File: config.mk
export PLATFORM = sky130hd
export DESIGN_NAME = acfr_top
export DESIGN_NICKNAME = d
export VERILOG_FILES = /design/src/rtl/acfr_pkg.sv /design/src/rtl/acfr_timer.sv /design/src/rtl/acfr_exchange.sv /design/src/rtl/acfr_top.sv
export VERILOG_INCLUDE_DIRS = /design/src /design/src/rtl
export SDC_FILE = /design/constraint.sdc
export NUM_CORES = 1
export LEC_CHECK = 0
export CAP_MARGIN = 20
export CORE_UTILIZATION = 50
export CTS_CLUSTER_DIAMETER = 80
export CTS_CLUSTER_SIZE = 24
export DETAILED_ROUTE_END_ITERATION = 16
export DONT_BUFFER_PORTS = 1
export PLACE_DENSITY_LB_ADDON = 0.2
export SYNTH_ARGS = -nofsm -noshare
export SYNTH_HDL_FRONTEND = slang
export SYNTH_HIERARCHICAL = 1
export SYNTH_SLANG_ARGS = --single-unit
File: constraint.sdc
create_clock -name clock -period 7.8 [get_ports clock]
set_clock_uncertainty 0.05 [all_clocks]
set_input_delay 0.39 -clock clock [delete_from_list [all_inputs] [get_ports clock]]
set_output_delay 0.39 -clock clock [all_outputs]
set_load 0.005 [all_outputs]
File: src/rtl/acfr_consts.svh
`ifndef ACFR_CONSTS_SVH
`define ACFR_CONSTS_SVH
// ****************************************
// register map
// ****************************************
`define ACFR_OFF_SELECT      12'h000
`define ACFR_OFF_RELAY_CFG   12'h004
`define ACFR_OFF_STATUS      12'h008
`define ACFR_OFF_TRIP_CLR    12'h00c
`define ACFR_SELECT_RESET    5'h0c
`define ACFR_RELAY_CFG_RESET 3'h2
`define ACFR_BIT_LV          0
`define ACFR_BIT_TRIP        1
`define ACFR_BIT_RETRY       2
`define ACFR_STATUS_AUX_BIT  3
// ****************************************
// selection codes
// ****************************************
`define ACFR_SEL_FREQ_ARRIVAL  5'h00
`define ACFR_SEL_MMC           5'h17
`define ACFR_SEL_LAST          5'h19
// ****************************************
// timing
// ****************************************
`define ACFR_CLOCK_HZ          40000000
`define ACFR_LOAD_36S_MS       36000
`define ACFR_LOAD_TRIP_MS      60000
`define ACFR_INTERLOCK_MS      50
`define ACFR_MS_CYCLES         ((`ACFR_CLOCK_HZ) / 1000)
`define ACFR_INTERLOCK_CYCLES  ((`ACFR_INTERLOCK_MS) * (`ACFR_MS_CYCLES))
`define ACFR_PULSE_CYCLES      16
`endif

File: src/rtl/acfr_pkg.sv
package acfr_pkg;
  typedef struct packed {
    logic        run;
    logic        ready;
    logic        stall;
    logic        dc_high_alarm;
    logic        dc_low_alarm;
    logic        heatsink_hot;
    logic        ref_lost;
    logic        speed_search;
    logic        steady;
    logic        auto_enable;
    logic        step_event;
    logic        last_step_event;
    logic        trv_acc_reached;
    logic        trv_dec_reached;
    logic        mmc_selected;
    logic        mmc_signal;
    logic        zero_speed;
    logic        torque_detect;
    logic        exchange_req;
    logic        over_150;
  } acfr_drive_status_t;
  typedef struct packed {
    logic [15:0] out_freq;
    logic [15:0] ref_freq;
    logic [15:0] detect_freq;
    logic [15:0] detect_band;
    logic [15:0] out_current;
    logic [15:0] load_warning_level;
  } acfr_measure_t;
  typedef struct packed {
    logic        low_voltage_trip;
    logic        other_fault;
    logic        output_disable;
    logic        retry_fault;
    logic [7:0]  retry_count;
  } acfr_fault_t;
endpackage : acfr_pkg

File: src/rtl/acfr_timer.sv
`timescale 1ns/1ps
`default_nettype none
// ****************************************
// persistence timer: done after cond held limit ticks
// ****************************************
module acfr_timer #(
  parameter int W = 32
) (
  // clock and reset
  input  wire logic         clock,
  input  wire logic         reset_n,
  // control
  input  wire logic         tick,
  input  wire logic         cond,
  input  wire logic [W-1:0] limit,
  // result
  output logic              done
);
  typedef struct packed {
    logic [W-1:0] count;
    logic         done;
  } acfr_timer_state_t;
  acfr_timer_state_t state;
  acfr_timer_state_t next_state;
  always_comb begin
    next_state = state;
    if (!cond) begin
      next_state.count = '0;
      next_state.done  = 1'b0;
    end else if (state.count >= limit) begin
      next_state.done = 1'b1;
    end else if (tick) begin
      next_state.count = state.count + 1'b1;
    end
  end
  always_ff @(posedge clock or negedge reset_n) begin
    if (!reset_n) begin
      state <= '0;
    end else begin
      state <= next_state;
    end
  end
  assign done = state.done;
endmodule : acfr_timer
`default_nettype wire

File: src/rtl/acfr_exchange.sv
`timescale 1ns/1ps
`default_nettype none
// ****************************************
// line exchange with interlock gap
// ****************************************
module acfr_exchange #(
  parameter int GAP_CYCLES = 2000000
) (
  // clock and reset
  input  wire logic clock,
  input  wire logic reset_n,
  // request: 1 selects mains line
  input  wire logic to_mains,
  // line outputs
  output logic      drive_line,
  output logic      mains_line_select
);
  typedef enum logic [2:0] {
    ST_DRIVE = 3'b001,
    ST_GAP   = 3'b010,
    ST_MAINS = 3'b100
  } acfr_xchg_t;
  typedef struct packed {
    acfr_xchg_t  st;
    logic        target;
    logic [31:0] count;
  } acfr_xchg_state_t;
  acfr_xchg_state_t state;
  acfr_xchg_state_t next_state;
  always_comb begin
    next_state = state;
    unique case (state.st)
      ST_DRIVE: begin
        if (to_mains) begin
          next_state.st     = ST_GAP;
          next_state.target = 1'b1;
          next_state.count  = '0;
        end
      end
      ST_MAINS: begin
        if (!to_mains) begin
          next_state.st     = ST_GAP;
          next_state.target = 1'b0;
          next_state.count  = '0;
        end
      end
      ST_GAP: begin
        if (state.count >= 32'(GAP_CYCLES - 1)) begin
          next_state.st = state.target ? ST_MAINS : ST_DRIVE;
        end else begin
          next_state.count = state.count + 32'h1;
        end
      end
      default: begin
        next_state.st = ST_GAP;
      end
    endcase
  end
  always_ff @(posedge clock or negedge reset_n) begin
    if (!reset_n) begin
      state <= '{st: ST_DRIVE, target: 1'b0, count: 32'h0};
    end else begin
      state <= next_state;
    end
  end
  assign drive_line        = (state.st == ST_DRIVE);
  assign mains_line_select = (state.st == ST_MAINS);
endmodule : acfr_exchange
`default_nettype wire

File: src/rtl/acfr_top.sv
`include "acfr_consts.svh"
`timescale 1ns/1ps
`default_nettype none
module acfr_top #(
  parameter int MS_CYCLES    = `ACFR_MS_CYCLES,
  parameter int LOAD_36S_MS  = `ACFR_LOAD_36S_MS,
  parameter int LOAD_TRIP_MS = `ACFR_LOAD_TRIP_MS,
  parameter int GAP_CYCLES   = `ACFR_INTERLOCK_CYCLES,
  parameter int PULSE_CYCLES = `ACFR_PULSE_CYCLES
) (
  // clock and reset
  input  wire logic                        clock,
  input  wire logic                        reset_n,
  // apb slave
  input  wire logic                        psel,
  input  wire logic                        penable,
  input  wire logic                        pwrite,
  input  wire logic [11:0]                 paddr,
  input  wire logic [31:0]                 pwdata,
  output logic      [31:0]                 prdata,
  output logic                             pready,
  output logic                             pslverr,
  // drive state
  input  wire acfr_pkg::acfr_drive_status_t drive_status,
  input  wire acfr_pkg::acfr_measure_t     measure,
  input  wire acfr_pkg::acfr_fault_t       fault,
  input  wire logic [15:0]                 load_warning_time,
  // contacts
  output logic                             aux_contact,
  output logic                             fault_relay,
  output logic                             drive_overload,
  output logic                             drive_line
);
  import acfr_pkg::*;

  // ****************************************
  // helpers
  // ****************************************
  function automatic logic in_band(input logic [15:0] f, input logic [15:0] c,
                                   input logic [15:0] bw);
    logic [16:0] lo;
    logic [16:0] hi;
    lo = {1'b0, c} - {2'b00, bw[15:1]};
    hi = {1'b0, c} + {2'b00, bw[15:1]};
    if (lo[16]) begin
      lo = 17'h0;
    end
    in_band = ({1'b0, f} >= lo) && ({1'b0, f} <= hi);
  endfunction : in_band

  function automatic logic below_band(input logic [15:0] f, input logic [15:0] c,
                                      input logic [15:0] bw);
    logic [16:0] lo;
    lo = {1'b0, c} - {2'b00, bw[15:1]};
    below_band = !lo[16] && ({1'b0, f} < lo);
  endfunction : below_band

  // ****************************************
  // state
  // ****************************************
  typedef struct packed {
    logic [4:0]  select;
    logic [2:0]  relay_cfg;
    logic        hyst;
    logic        trip;
    logic [15:0] ms_count;
    logic        ms_tick;
    logic [15:0] pulse_count;
    logic        aux_contact;
    logic        fault_relay;
    logic        drive_line;
    logic [31:0] prdata;
    logic        pready;
    logic        pslverr;
  } acfr_state_t;
  acfr_state_t state;
  acfr_state_t next_state;

  logic       warn_done;
  logic       over36_done;
  logic       trip_done;
  logic       xchg_drive;
  logic       xchg_mains;
  logic       access;
  logic       cond;
  logic [4:0] eff_select;
  logic [31:0] status_word;

  // ****************************************
  // timers and exchange
  // ****************************************
  acfr_timer #(.W(16)) u_warn (
    .clock   (clock),
    .reset_n (reset_n),
    .tick    (state.ms_tick),
    .cond    (measure.out_current >= measure.load_warning_level),
    .limit   (load_warning_time),
    .done    (warn_done)
  );

  acfr_timer #(.W(32)) u_over36 (
    .clock   (clock),
    .reset_n (reset_n),
    .tick    (state.ms_tick),
    .cond    (drive_status.over_150),
    .limit   (32'(LOAD_36S_MS)),
    .done    (over36_done)
  );

  acfr_timer #(.W(32)) u_trip (
    .clock   (clock),
    .reset_n (reset_n),
    .tick    (state.ms_tick),
    .cond    (drive_status.over_150),
    .limit   (32'(LOAD_TRIP_MS)),
    .done    (trip_done)
  );

  acfr_exchange #(.GAP_CYCLES(GAP_CYCLES)) u_xchg (
    .clock             (clock),
    .reset_n           (reset_n),
    .to_mains          (drive_status.exchange_req),
    .drive_line        (xchg_drive),
    .mains_line_select (xchg_mains)
  );

  assign access      = psel && penable && !state.pready;
  assign eff_select  = drive_status.mmc_selected ? `ACFR_SEL_MMC : state.select;

  // ****************************************
  // condition mux
  // ****************************************
  always_comb begin
    cond = 1'b0;
    unique case (eff_select)
      5'h00: cond = measure.out_freq >= measure.ref_freq;
      5'h01: cond = in_band(measure.ref_freq, measure.detect_freq, measure.detect_band)
                 && in_band(measure.out_freq, measure.detect_freq,
                            measure.detect_band);
      5'h02: cond = in_band(measure.out_freq, measure.detect_freq,
                            measure.detect_band);
      5'h03: cond = state.hyst;
      5'h04: cond = !state.hyst;
      5'h05: cond = warn_done;
      5'h06: cond = over36_done;
      5'h07: cond = drive_status.stall;
      5'h08: cond = drive_status.dc_high_alarm;
      5'h09: cond = drive_status.dc_low_alarm;
      5'h0a: cond = drive_status.heatsink_hot;
      5'h0b: cond = drive_status.ref_lost;
      5'h0c: cond = drive_status.run;
      5'h0d: cond = !drive_status.run;
      5'h0e: cond = drive_status.steady;
      5'h0f: cond = xchg_drive;
      5'h10: cond = xchg_mains;
      5'h11: cond = drive_status.speed_search;
      5'h12: cond = state.pulse_count != 16'h0;
      5'h13: cond = state.pulse_count != 16'h0;
      5'h14: cond = drive_status.ready;
      5'h15: cond = drive_status.trv_acc_reached;
      5'h16: cond = drive_status.trv_dec_reached;
      5'h17: cond = drive_status.mmc_signal;
      5'h18: cond = drive_status.zero_speed;
      5'h19: cond = drive_status.torque_detect;
      default: cond = 1'b0;
    endcase
  end

  always_comb begin
    status_word = 32'h0;
    status_word[`ACFR_STATUS_AUX_BIT] = state.aux_contact;
    status_word[4] = state.fault_relay;
    status_word[5] = state.trip;
  end

  // ****************************************
  // next state
  // ****************************************
  always_comb begin
    next_state = state;
    next_state.pready  = 1'b0;
    next_state.pslverr = 1'b0;
    next_state.ms_tick = 1'b0;
    if (state.ms_count >= 16'(MS_CYCLES - 1)) begin
      next_state.ms_count = 16'h0;
      next_state.ms_tick  = 1'b1;
    end else begin
      next_state.ms_count = state.ms_count + 16'h1;
    end
    if (measure.out_freq >= measure.detect_freq) begin
      next_state.hyst = 1'b1;
    end else if (below_band(measure.out_freq, measure.detect_freq, measure.detect_band)) begin
      next_state.hyst = 1'b0;
    end
    if (state.pulse_count != 16'h0) begin
      next_state.pulse_count = state.pulse_count - 16'h1;
    end
    if (drive_status.auto_enable
        && ((eff_select == 5'h12 && drive_status.step_event)
         || (eff_select == 5'h13 && drive_status.last_step_event))) begin
      next_state.pulse_count = 16'(PULSE_CYCLES);
    end
    next_state.aux_contact = cond;
    next_state.drive_line  = xchg_drive;
    if (access) begin
      next_state.pready = 1'b1;
      next_state.prdata = 32'h0;
      unique case (paddr)
        `ACFR_OFF_SELECT: begin
          if (pwrite) begin
            next_state.select = pwdata[4:0];
          end
          next_state.prdata = {27'h0, state.select};
        end
        `ACFR_OFF_RELAY_CFG: begin
          if (pwrite) begin
            next_state.relay_cfg = pwdata[2:0];
          end
          next_state.prdata = {29'h0, state.relay_cfg};
        end
        `ACFR_OFF_STATUS: begin
          next_state.prdata = status_word;
        end
        `ACFR_OFF_TRIP_CLR: begin
          if (pwrite && pwdata[0]) begin
            next_state.trip = 1'b0;
          end
        end
        default: begin
          next_state.pslverr = 1'b1;
        end
      endcase
    end
    if (trip_done) begin
      next_state.trip = 1'b1;
    end
    if (fault.low_voltage_trip) begin
      next_state.fault_relay = state.relay_cfg[`ACFR_BIT_LV];
    end else begin
      next_state.fault_relay =
          (state.relay_cfg[`ACFR_BIT_TRIP] && !fault.output_disable
           && (fault.other_fault || state.trip))
       || (state.relay_cfg[`ACFR_BIT_RETRY] && fault.retry_fault
           && fault.retry_count == 8'h0);
    end
  end

  always_ff @(posedge clock or negedge reset_n) begin
    if (!reset_n) begin
      state           <= '0;
      state.select    <= `ACFR_SELECT_RESET;
      state.relay_cfg <= `ACFR_RELAY_CFG_RESET;
      state.drive_line <= 1'b1;
    end else begin
      state <= next_state;
    end
  end

  assign prdata         = state.prdata;
  assign pready         = state.pready;
  assign pslverr        = state.pslverr;
  assign aux_contact    = state.aux_contact;
  assign fault_relay    = state.fault_relay;
  assign drive_overload = state.trip;
  assign drive_line     = state.drive_line;
endmodule : acfr_top
`default_nettype wire

# [After elaboration in Yosys (flattened, before gate mapping)]
# Index checks and enable logic that the tools add are counted.
[classes] n_addsub=8 magnitude_cmp=14 n_eq_ne=43 mux=39 reduce_logical=45
[ops] operator="two-way mux 32 bit" count=5
[ops] operator="adder 32 x 1 -> 32 bit, second input constant" count=3
[ops] operator="two-way mux 16 bit" count=6
[ops] operator="one-hot mux 32 bit (3 select lines)" count=1
[ops] operator="two-way mux 36 bit" count=2
[ops] operator="two-way mux 33 bit" count=2
[ops] operator="greater-or-equal comparator 16 bit" count=4
[ops] operator="greater-or-equal comparator 32 x 16 -> 1 bit, second input constant" count=2
[ops] operator="greater-or-equal comparator 16 x 17 -> 1 bit" count=3
[ops] operator="two-way mux 17 bit" count=3
[ops] operator="== test 5 bit, second input constant" count=10
[ops] operator="== test 5 x 4 -> 1 bit, second input constant" count=8
[ops] operator="less-or-equal comparator 16 x 17 -> 1 bit" count=2
[ops] operator="adder 16 x 1 -> 16 bit, second input constant" count=2
[ops] operator="greater-or-equal comparator 32 x 21 -> 1 bit, second input constant" count=1
[ops] operator="one-hot mux 1 bit (25 select lines)" count=1
[ops] operator="== test 12 x 4 -> 1 bit, second input constant" count=2
[ops] operator="== test 5 x 3 -> 1 bit, second input constant" count=4
[ops] operator="one-hot mux 6 bit (3 select lines)" count=1
[ops] operator="adder 16 x 15 -> 17 bit" count=1
[ops] operator="< comparator 16 x 17 -> 1 bit" count=1
[ops] operator="subtractor 16 x 15 -> 17 bit" count=1
[ops] operator="greater-or-equal comparator 16 bit, second input constant" count=1
[ops] operator="!= test 2 bit, second input constant" count=8
[ops] operator="28 further kinds" count=75
[word_totals] ff_bits=173 input_bits=193 output_inout_bits=38

# [Longest topological paths before layout]
[logic_depth] word_depth=7 depth_mapped=20

# [Hierarchy]
# The synthesis kept the hierarchy.
[modules_own_cells] module="acfr_top" n_inst=1 cells_each=900 area_per_inst_um2=7440.9 seq_area_each_um2=1356.3
[modules_own_cells] module="acfr_timer at u_over36 ..." n_inst=2 cells_each=315 area_per_inst_um2=2670.1 seq_area_each_um2=825.8
[modules_own_cells] module="acfr_exchange" n_inst=1 cells_each=197 area_per_inst_um2=1881.8 seq_area_each_um2=902.1
[modules_own_cells] module="acfr_timer at u_warn" n_inst=1 cells_each=155 area_per_inst_um2=1356.3 seq_area_each_um2=425.4

# [Worst setup path after synthesis]
# OpenSTA, ideal clock, no wires.
[synth_timing] path_kind="in2reg" startpoint="input port measure[35] (netlist bit)" endpoint="register state (netlist bit aux_contact)" setup_time_ns=0.143 t_arrival_ns=3.859 path_slack_ns=3.748 path_stages=18 cell_sequence="inv_1 ha_1 buf_2 nor2b_1 o31a_1 o41a_1 o211ai_1 nand4_1 and2_1 clkbuf_1 nand2b_1 ha_1 and3_1 a2111oi_0 a211o_1 a21oi_1 o311ai_0 o221ai_2"
[synth_via] elab_chain_cells=7 elab_cells_between_ends=15
[synth_lines] element="start, declared" line_no="acfr_top.sv:25" text="input wire acfr_pkg::acfr_measure_t measure,"
[synth_lines] element="subtractor 16 x 15 -> 17 bit" line_no="acfr_top.sv:43" text="lo = {1'b0, c} - {2'b00, bw[15:1]};"
[synth_lines] element="two-way mux 16 bit" line_no="acfr_top.sv:45" text="if (lo[16]) begin"
[synth_lines] element="two-way mux 17 bit" line_no="acfr_top.sv:135" text="unique case (eff_select)"
[synth_lines] element="greater-or-equal comparator 16 x 17 -> 1 bit" line_no="acfr_top.sv:48" text="in_band = ({1'b0, f} >= lo) && ({1'b0, f} <= hi);"
[synth_lines] element="logical AND 1 bit" line_no="acfr_top.sv:48"
[synth_lines] element="logical AND 1 bit" line_no="acfr_top.sv:138" text="&& in_band(measure.out_freq, measure.detect_freq,"
[synth_lines] element="one-hot mux 1 bit (25 select lines) *" line_no="acfr_top.sv:135"
[synth_lines] element="net cond" line_no="acfr_top.sv:85" text="logic cond;"
[synth_lines] element="end signal, assigned" line_no="acfr_top.sv:255" text="state <= next_state;"
[synth_lines] element="end, declared" line_no="acfr_top.sv:76" text="acfr_state_t state;"
# Mark *: on every way through the listed nets, which the timed path passes. The rest lies on a longest branch. The select of a mux whose other input is x is not followed.
# A chain may end at the register's enable or synchronous reset.

# [Worst setup path in the final report]
[layout_timing] startpoint="input port measure[33] (netlist bit)" endpoint="register state (netlist bit aux_contact)"
# Same word-level chain as after synthesis.

==> results_dict.tcl <==
set metrics [dict create \
    outcome "finished clean" \
    cts_tree "built" \
    grt_max_degree 174 \
    coreArea_um2 31600 \
    core.rowCount 65 \
    maxSlewViolCount 0 \
    fmax_ghz 0.225 \
    grt_pass1_vias 12966 \
    critical_path.endpoint_type "register" \
    synth_edf_count 0 \
    grt_setup_unrepaired "false" \
    remaining_design_rule_violation_count 0 \
    fill_cell_instance_count_of_the_final_layout 2901 \
    finalHoldViolCount 0 \
    buffer_ports.inserted 0 \
    post_cts_setup_driven_buffer_insertion_count 0 \
    num_io_pins 231 \
    track_usage 0.244 \
    post_synth_instance_area_um2 16000 \
    internal_power_mw 1.62 \
    worst-r2r-setup-slack_ns 4.59 \
    fp.dieArea_um2 32800 \
    share_of_synthesized_registers_carrying_an_async_set_or_reset 1.00 \
    critical_path.cell_chain "ha_1 -> inv_1 -> fa_1 -> nor2_1 -> o311a_1 -> o41a_1 -> a2111oi_0 -> o31a_1 -> o21bai_1 -> a21oi_1 -> xnor2_1 -> ha_1 -> a21o_1 -> a21oi_1 -> o211ai_1 -> a211oi_1 -> a211oi_1 -> o21ai_0 -> a41oi_1 -> o221ai_2" \
    share_seq_of_total_power 0.389 \
    cp_slowest_cell "sky130_fd_sc_hd__a2111oi_0" \
    maxSlewHeadroom 0.330 \
    crit-reg2reg-capture "u_over36/state[1]" \
    post_synth_num_cell_types 89 \
    timing_worst_slew_pin_value_ns 1.00 \
    syn-mean-instance-area_um2 8.51 \
    synth_mux_area_frac 0.0201 \
    syn_inst 1882 \
    grt_first_pass_wirelength_um 64900 \
    cp_max_fo 3 \
    power_per_cell_area_nw_per_um2 137 \
    synthToLayoutAreaGrowth_pct 6.16 \
    yosys.area_share.xor_xnor 0.0273 \
    worst_ep_required_time_ns 8.12 \
    drive_gt1_frac 0.0454 \
    p_leak_nw 7.82 \
    r2r.worst_path.cells 8 \
    layout_min_cycle_time_ns 4.44 \
    ys_ff_latch 173 \
    detail_route.vias_per_cell 5.89 \
    synth_compound_gate_area_share 0.187 \
    timing_worst_setup_path_type "in -> reg" \
    timing.critical_path.max_delay_family "compound AO/OA/AOI/OAI gates" \
    clock_tree.htree_level_count 4 \
    combPwrFrac 0.212 \
    library_cell_with_the_largest_summed_area_after_synthesis "sky130_fd_sc_hd__dfrtp_1" \
    detailedRoute.firstIterationViolations 872 \
    post_synthesis_simple_gate_area_fraction 0.219 \
    top_cell_type_s_share_of_synthesized_area 0.262 \
    p_switching_uw 700 \
    min_delay_path_depth 1 \
    synth.top_cells.by_area "sky130_fd_sc_hd__dfrtp_1, sky130_fd_sc_hd__ha_1, sky130_fd_sc_hd__a21oi_1, sky130_fd_sc_hd__inv_1, sky130_fd_sc_hd__nand2_1" \
    final_util 0.539 \
    clock_latency_at_the_later_pin_of_the_worst_skew_pair_ns 0.45 \
    path_buf_inv 1 \
    finish.net_count 2343 \
    cp-start-kind "input pin" \
    die_width_um 181 \
    effective_utilization_at_floorplan 0.508 \
    hold_start "fault[11]" \
    cts.path.max_buffers 2 \
    clock_sinks 173 \
    yosysWarnings 6 \
    fin_setup_tns_ns 0 \
    synth_seq_area_share 0.271 \
    timing.max_cap.violations 0 \
    finalWeightedCongestion 0.927 \
    delay_of_the_slowest_cell_on_the_worst_path_ns 0.62 \
    whs_endpoint "fault_relay" \
    drt_wl_total_um 39300 \
    clk_pin_slew_ns 0.08 \
    detailedRoute.firstPassIterationCount 6 \
    via_total_after_detailed_routing 13680 \
    arrival_time_of_data_at_the_critical_path_endpoint_ns 4.75 \
    holdCritPathClass "in -> reg" \
    tritoncts.num_buffers 17 \
    synth-adder-area-share 0.192 \
    swShare 0.301 \
    globalRoute.totalOverflow 0 \
    regToRegStartpoint "u_over36/state[14]" \
    final_cycle_utilization_of_the_critical_path 0.569 \
    ant_nets 0 \
    dp.final_hpwl_um 30200 \
    routed_wire_length_per_instance_um 16.9 \
    synth_flop_cell "sky130_fd_sc_hd__dfrtp_1" \
    synth_top_family_by_area "simple AND/OR/NAND/NOR gates" \
    cts-root-buf "sky130_fd_sc_hd__clkbuf_16" \
    pwr-share-clk 0.399 \
    max-vdd-ir-drop_mv 0.112 \
    initial_antenna_violation_count 1 \
    finalSetupViolations 0 \
    fp.dieH_um 181 \
]
[how the worst max path moves through the flow]
stage	cells past startpoint	endpoint	slack [ns]	startpoint
detailed placement	20	aux_contact	2.94	measure[33]
CTS	20	aux_contact	3.41	measure[33]
finish	20	aux_contact	3.36	measure[33]
floorplan	18	aux_contact	3.75	measure[35]
global placement	20	aux_contact	3.06	measure[33]
global route	20	aux_contact	3.08	measure[33]
[final cells by class]
| cell class | instances | area, µm² | share of cell area |
|---|---|---|---|
| multi-input cells | 1506 | 10700 | 0.628 |
| inverters | 195 | 732 | 0.0430 |
| clock inverters | 15 | 199 | 0.0117 |
| well taps | 402 | 503 | 0.0296 |
| flip-flops and latches | 173 | 4340 | 0.255 |
| clock buffers | 17 | 425 | 0.0250 |
| diodes | 1 | 2.50 | 0.000147 |
| repair buffers | 12 | 123 | 0.00721 |
[what timing repair did]
| item | in CTS | in global routing |
|---|---|---|
| endpoints found under the hold margin | 177 | 0 |
| gates resized for setup | 0 | 0 |
| hold buffers | 6 | 0 |
[power groups by stage]
stage	Clock (mW)	Combinational [mW]	Sequential [mW]
6_report	0.928	0.492	0.904
5_1_grt	0.979	0.569	0.904
4_1_cts	0.948	0.493	0.904
3_5_place_dp	0	0.467	0.921
3_3_place_gp	0	0.452	0.921
2_1_floorplan	0	0.375	0.919
[cell families after synthesis]
group | after synthesis
adders and majority gates | 245
other | 2
and+or+nand+nor | 639
muxes | 31
DFF | 173
xor gates and xnor gates | 50
buffers and inverters | 291
AOI/OAI and AO/OA | 451
[through the flow]
stage	std cells	power (mW)	hold WS [ns]	worst slack, ns	cell area (µm²)
2_1_floorplan	1970	1.29	0.0444	3.75	16300
6_report	2321	2.32	0.0287	3.36	17000
5_1_grt	2321	2.45	0.0155	3.08	17000
3_3_place_gp	2282	1.37	0.0534	3.06	16300
4_1_cts	2320	2.34	0.00989	3.41	17000
3_5_place_dp	2282	1.39	0.0532	2.94	16300
[worst reg2reg max path, delay by kind of cell (launching register included)]
family | cells | cell delay (ns)
compound gates | 1 | 0.53
flops | 1 | 0.43
mux | 1 | 0.16
buf+inv | 1 | 0.45
fa+ha+maj | 1 | 0.32
simple gates | 4 | 1.15
[layout by cell type (no fill, tap or decap), drive strengths merged, types with 17 or more instances in the layout]
cell type	Yosys	final
ha	243	243
inv	195	203
dfrtp	168	168
a21oi	150	150
nand2	120	120
nor2	118	118
conb	2	90
o21ai	70	70
nand4	69	69
nand3	60	60
or4	53	53
o31ai	52	52
nand2b	47	47
a21o	40	40
xnor2	36	36
nor3	34	34
or3	28	28
nor4	25	25
mux2i	22	22
a31oi	19	19
clkbuf	38	17
nor2b	17	17
[sequential cells by signal, summed over array words and instances, names as in the netlist]
signal          cells
u_over36/done       1
pready              1
u_warn/done         1
state              42
u_trip/done         1
prdata              6
drive_line          1
aux_contact         1
u_trip/state       32
drive_overload      1
u_warn/state       16
u_xchg/state       36
u_over36/state     32
pslverr             1
fault_relay         1
[metal layers]
metal | vias up | wire [µm] | GRT usage
met2 | 295 | 18400 | 0.404
met3 | 61 | 1810 | 0.0391
met1 | 6503 | 17800 | 0.317
met5 | - | 0 | 0
li1 | 6821 | - | -
met4 | 0 | 1240 | 0.0963
[synthesized netlist by cell type, drive strengths merged (19+ instances only)]
cell,number
ha,243
inv,195
dfrtp,168
a21oi,150
nand2,120
nor2,118
o21ai,70
nand4,69
nand3,60
buf,58
or4,53
o31ai,52
nand2b,47
a21o,40
clkbuf,38
xnor2,36
nor3,34
or3,28
nor4,25
mux2i,22
a31oi,19
(Power assumes the default switching activity.)
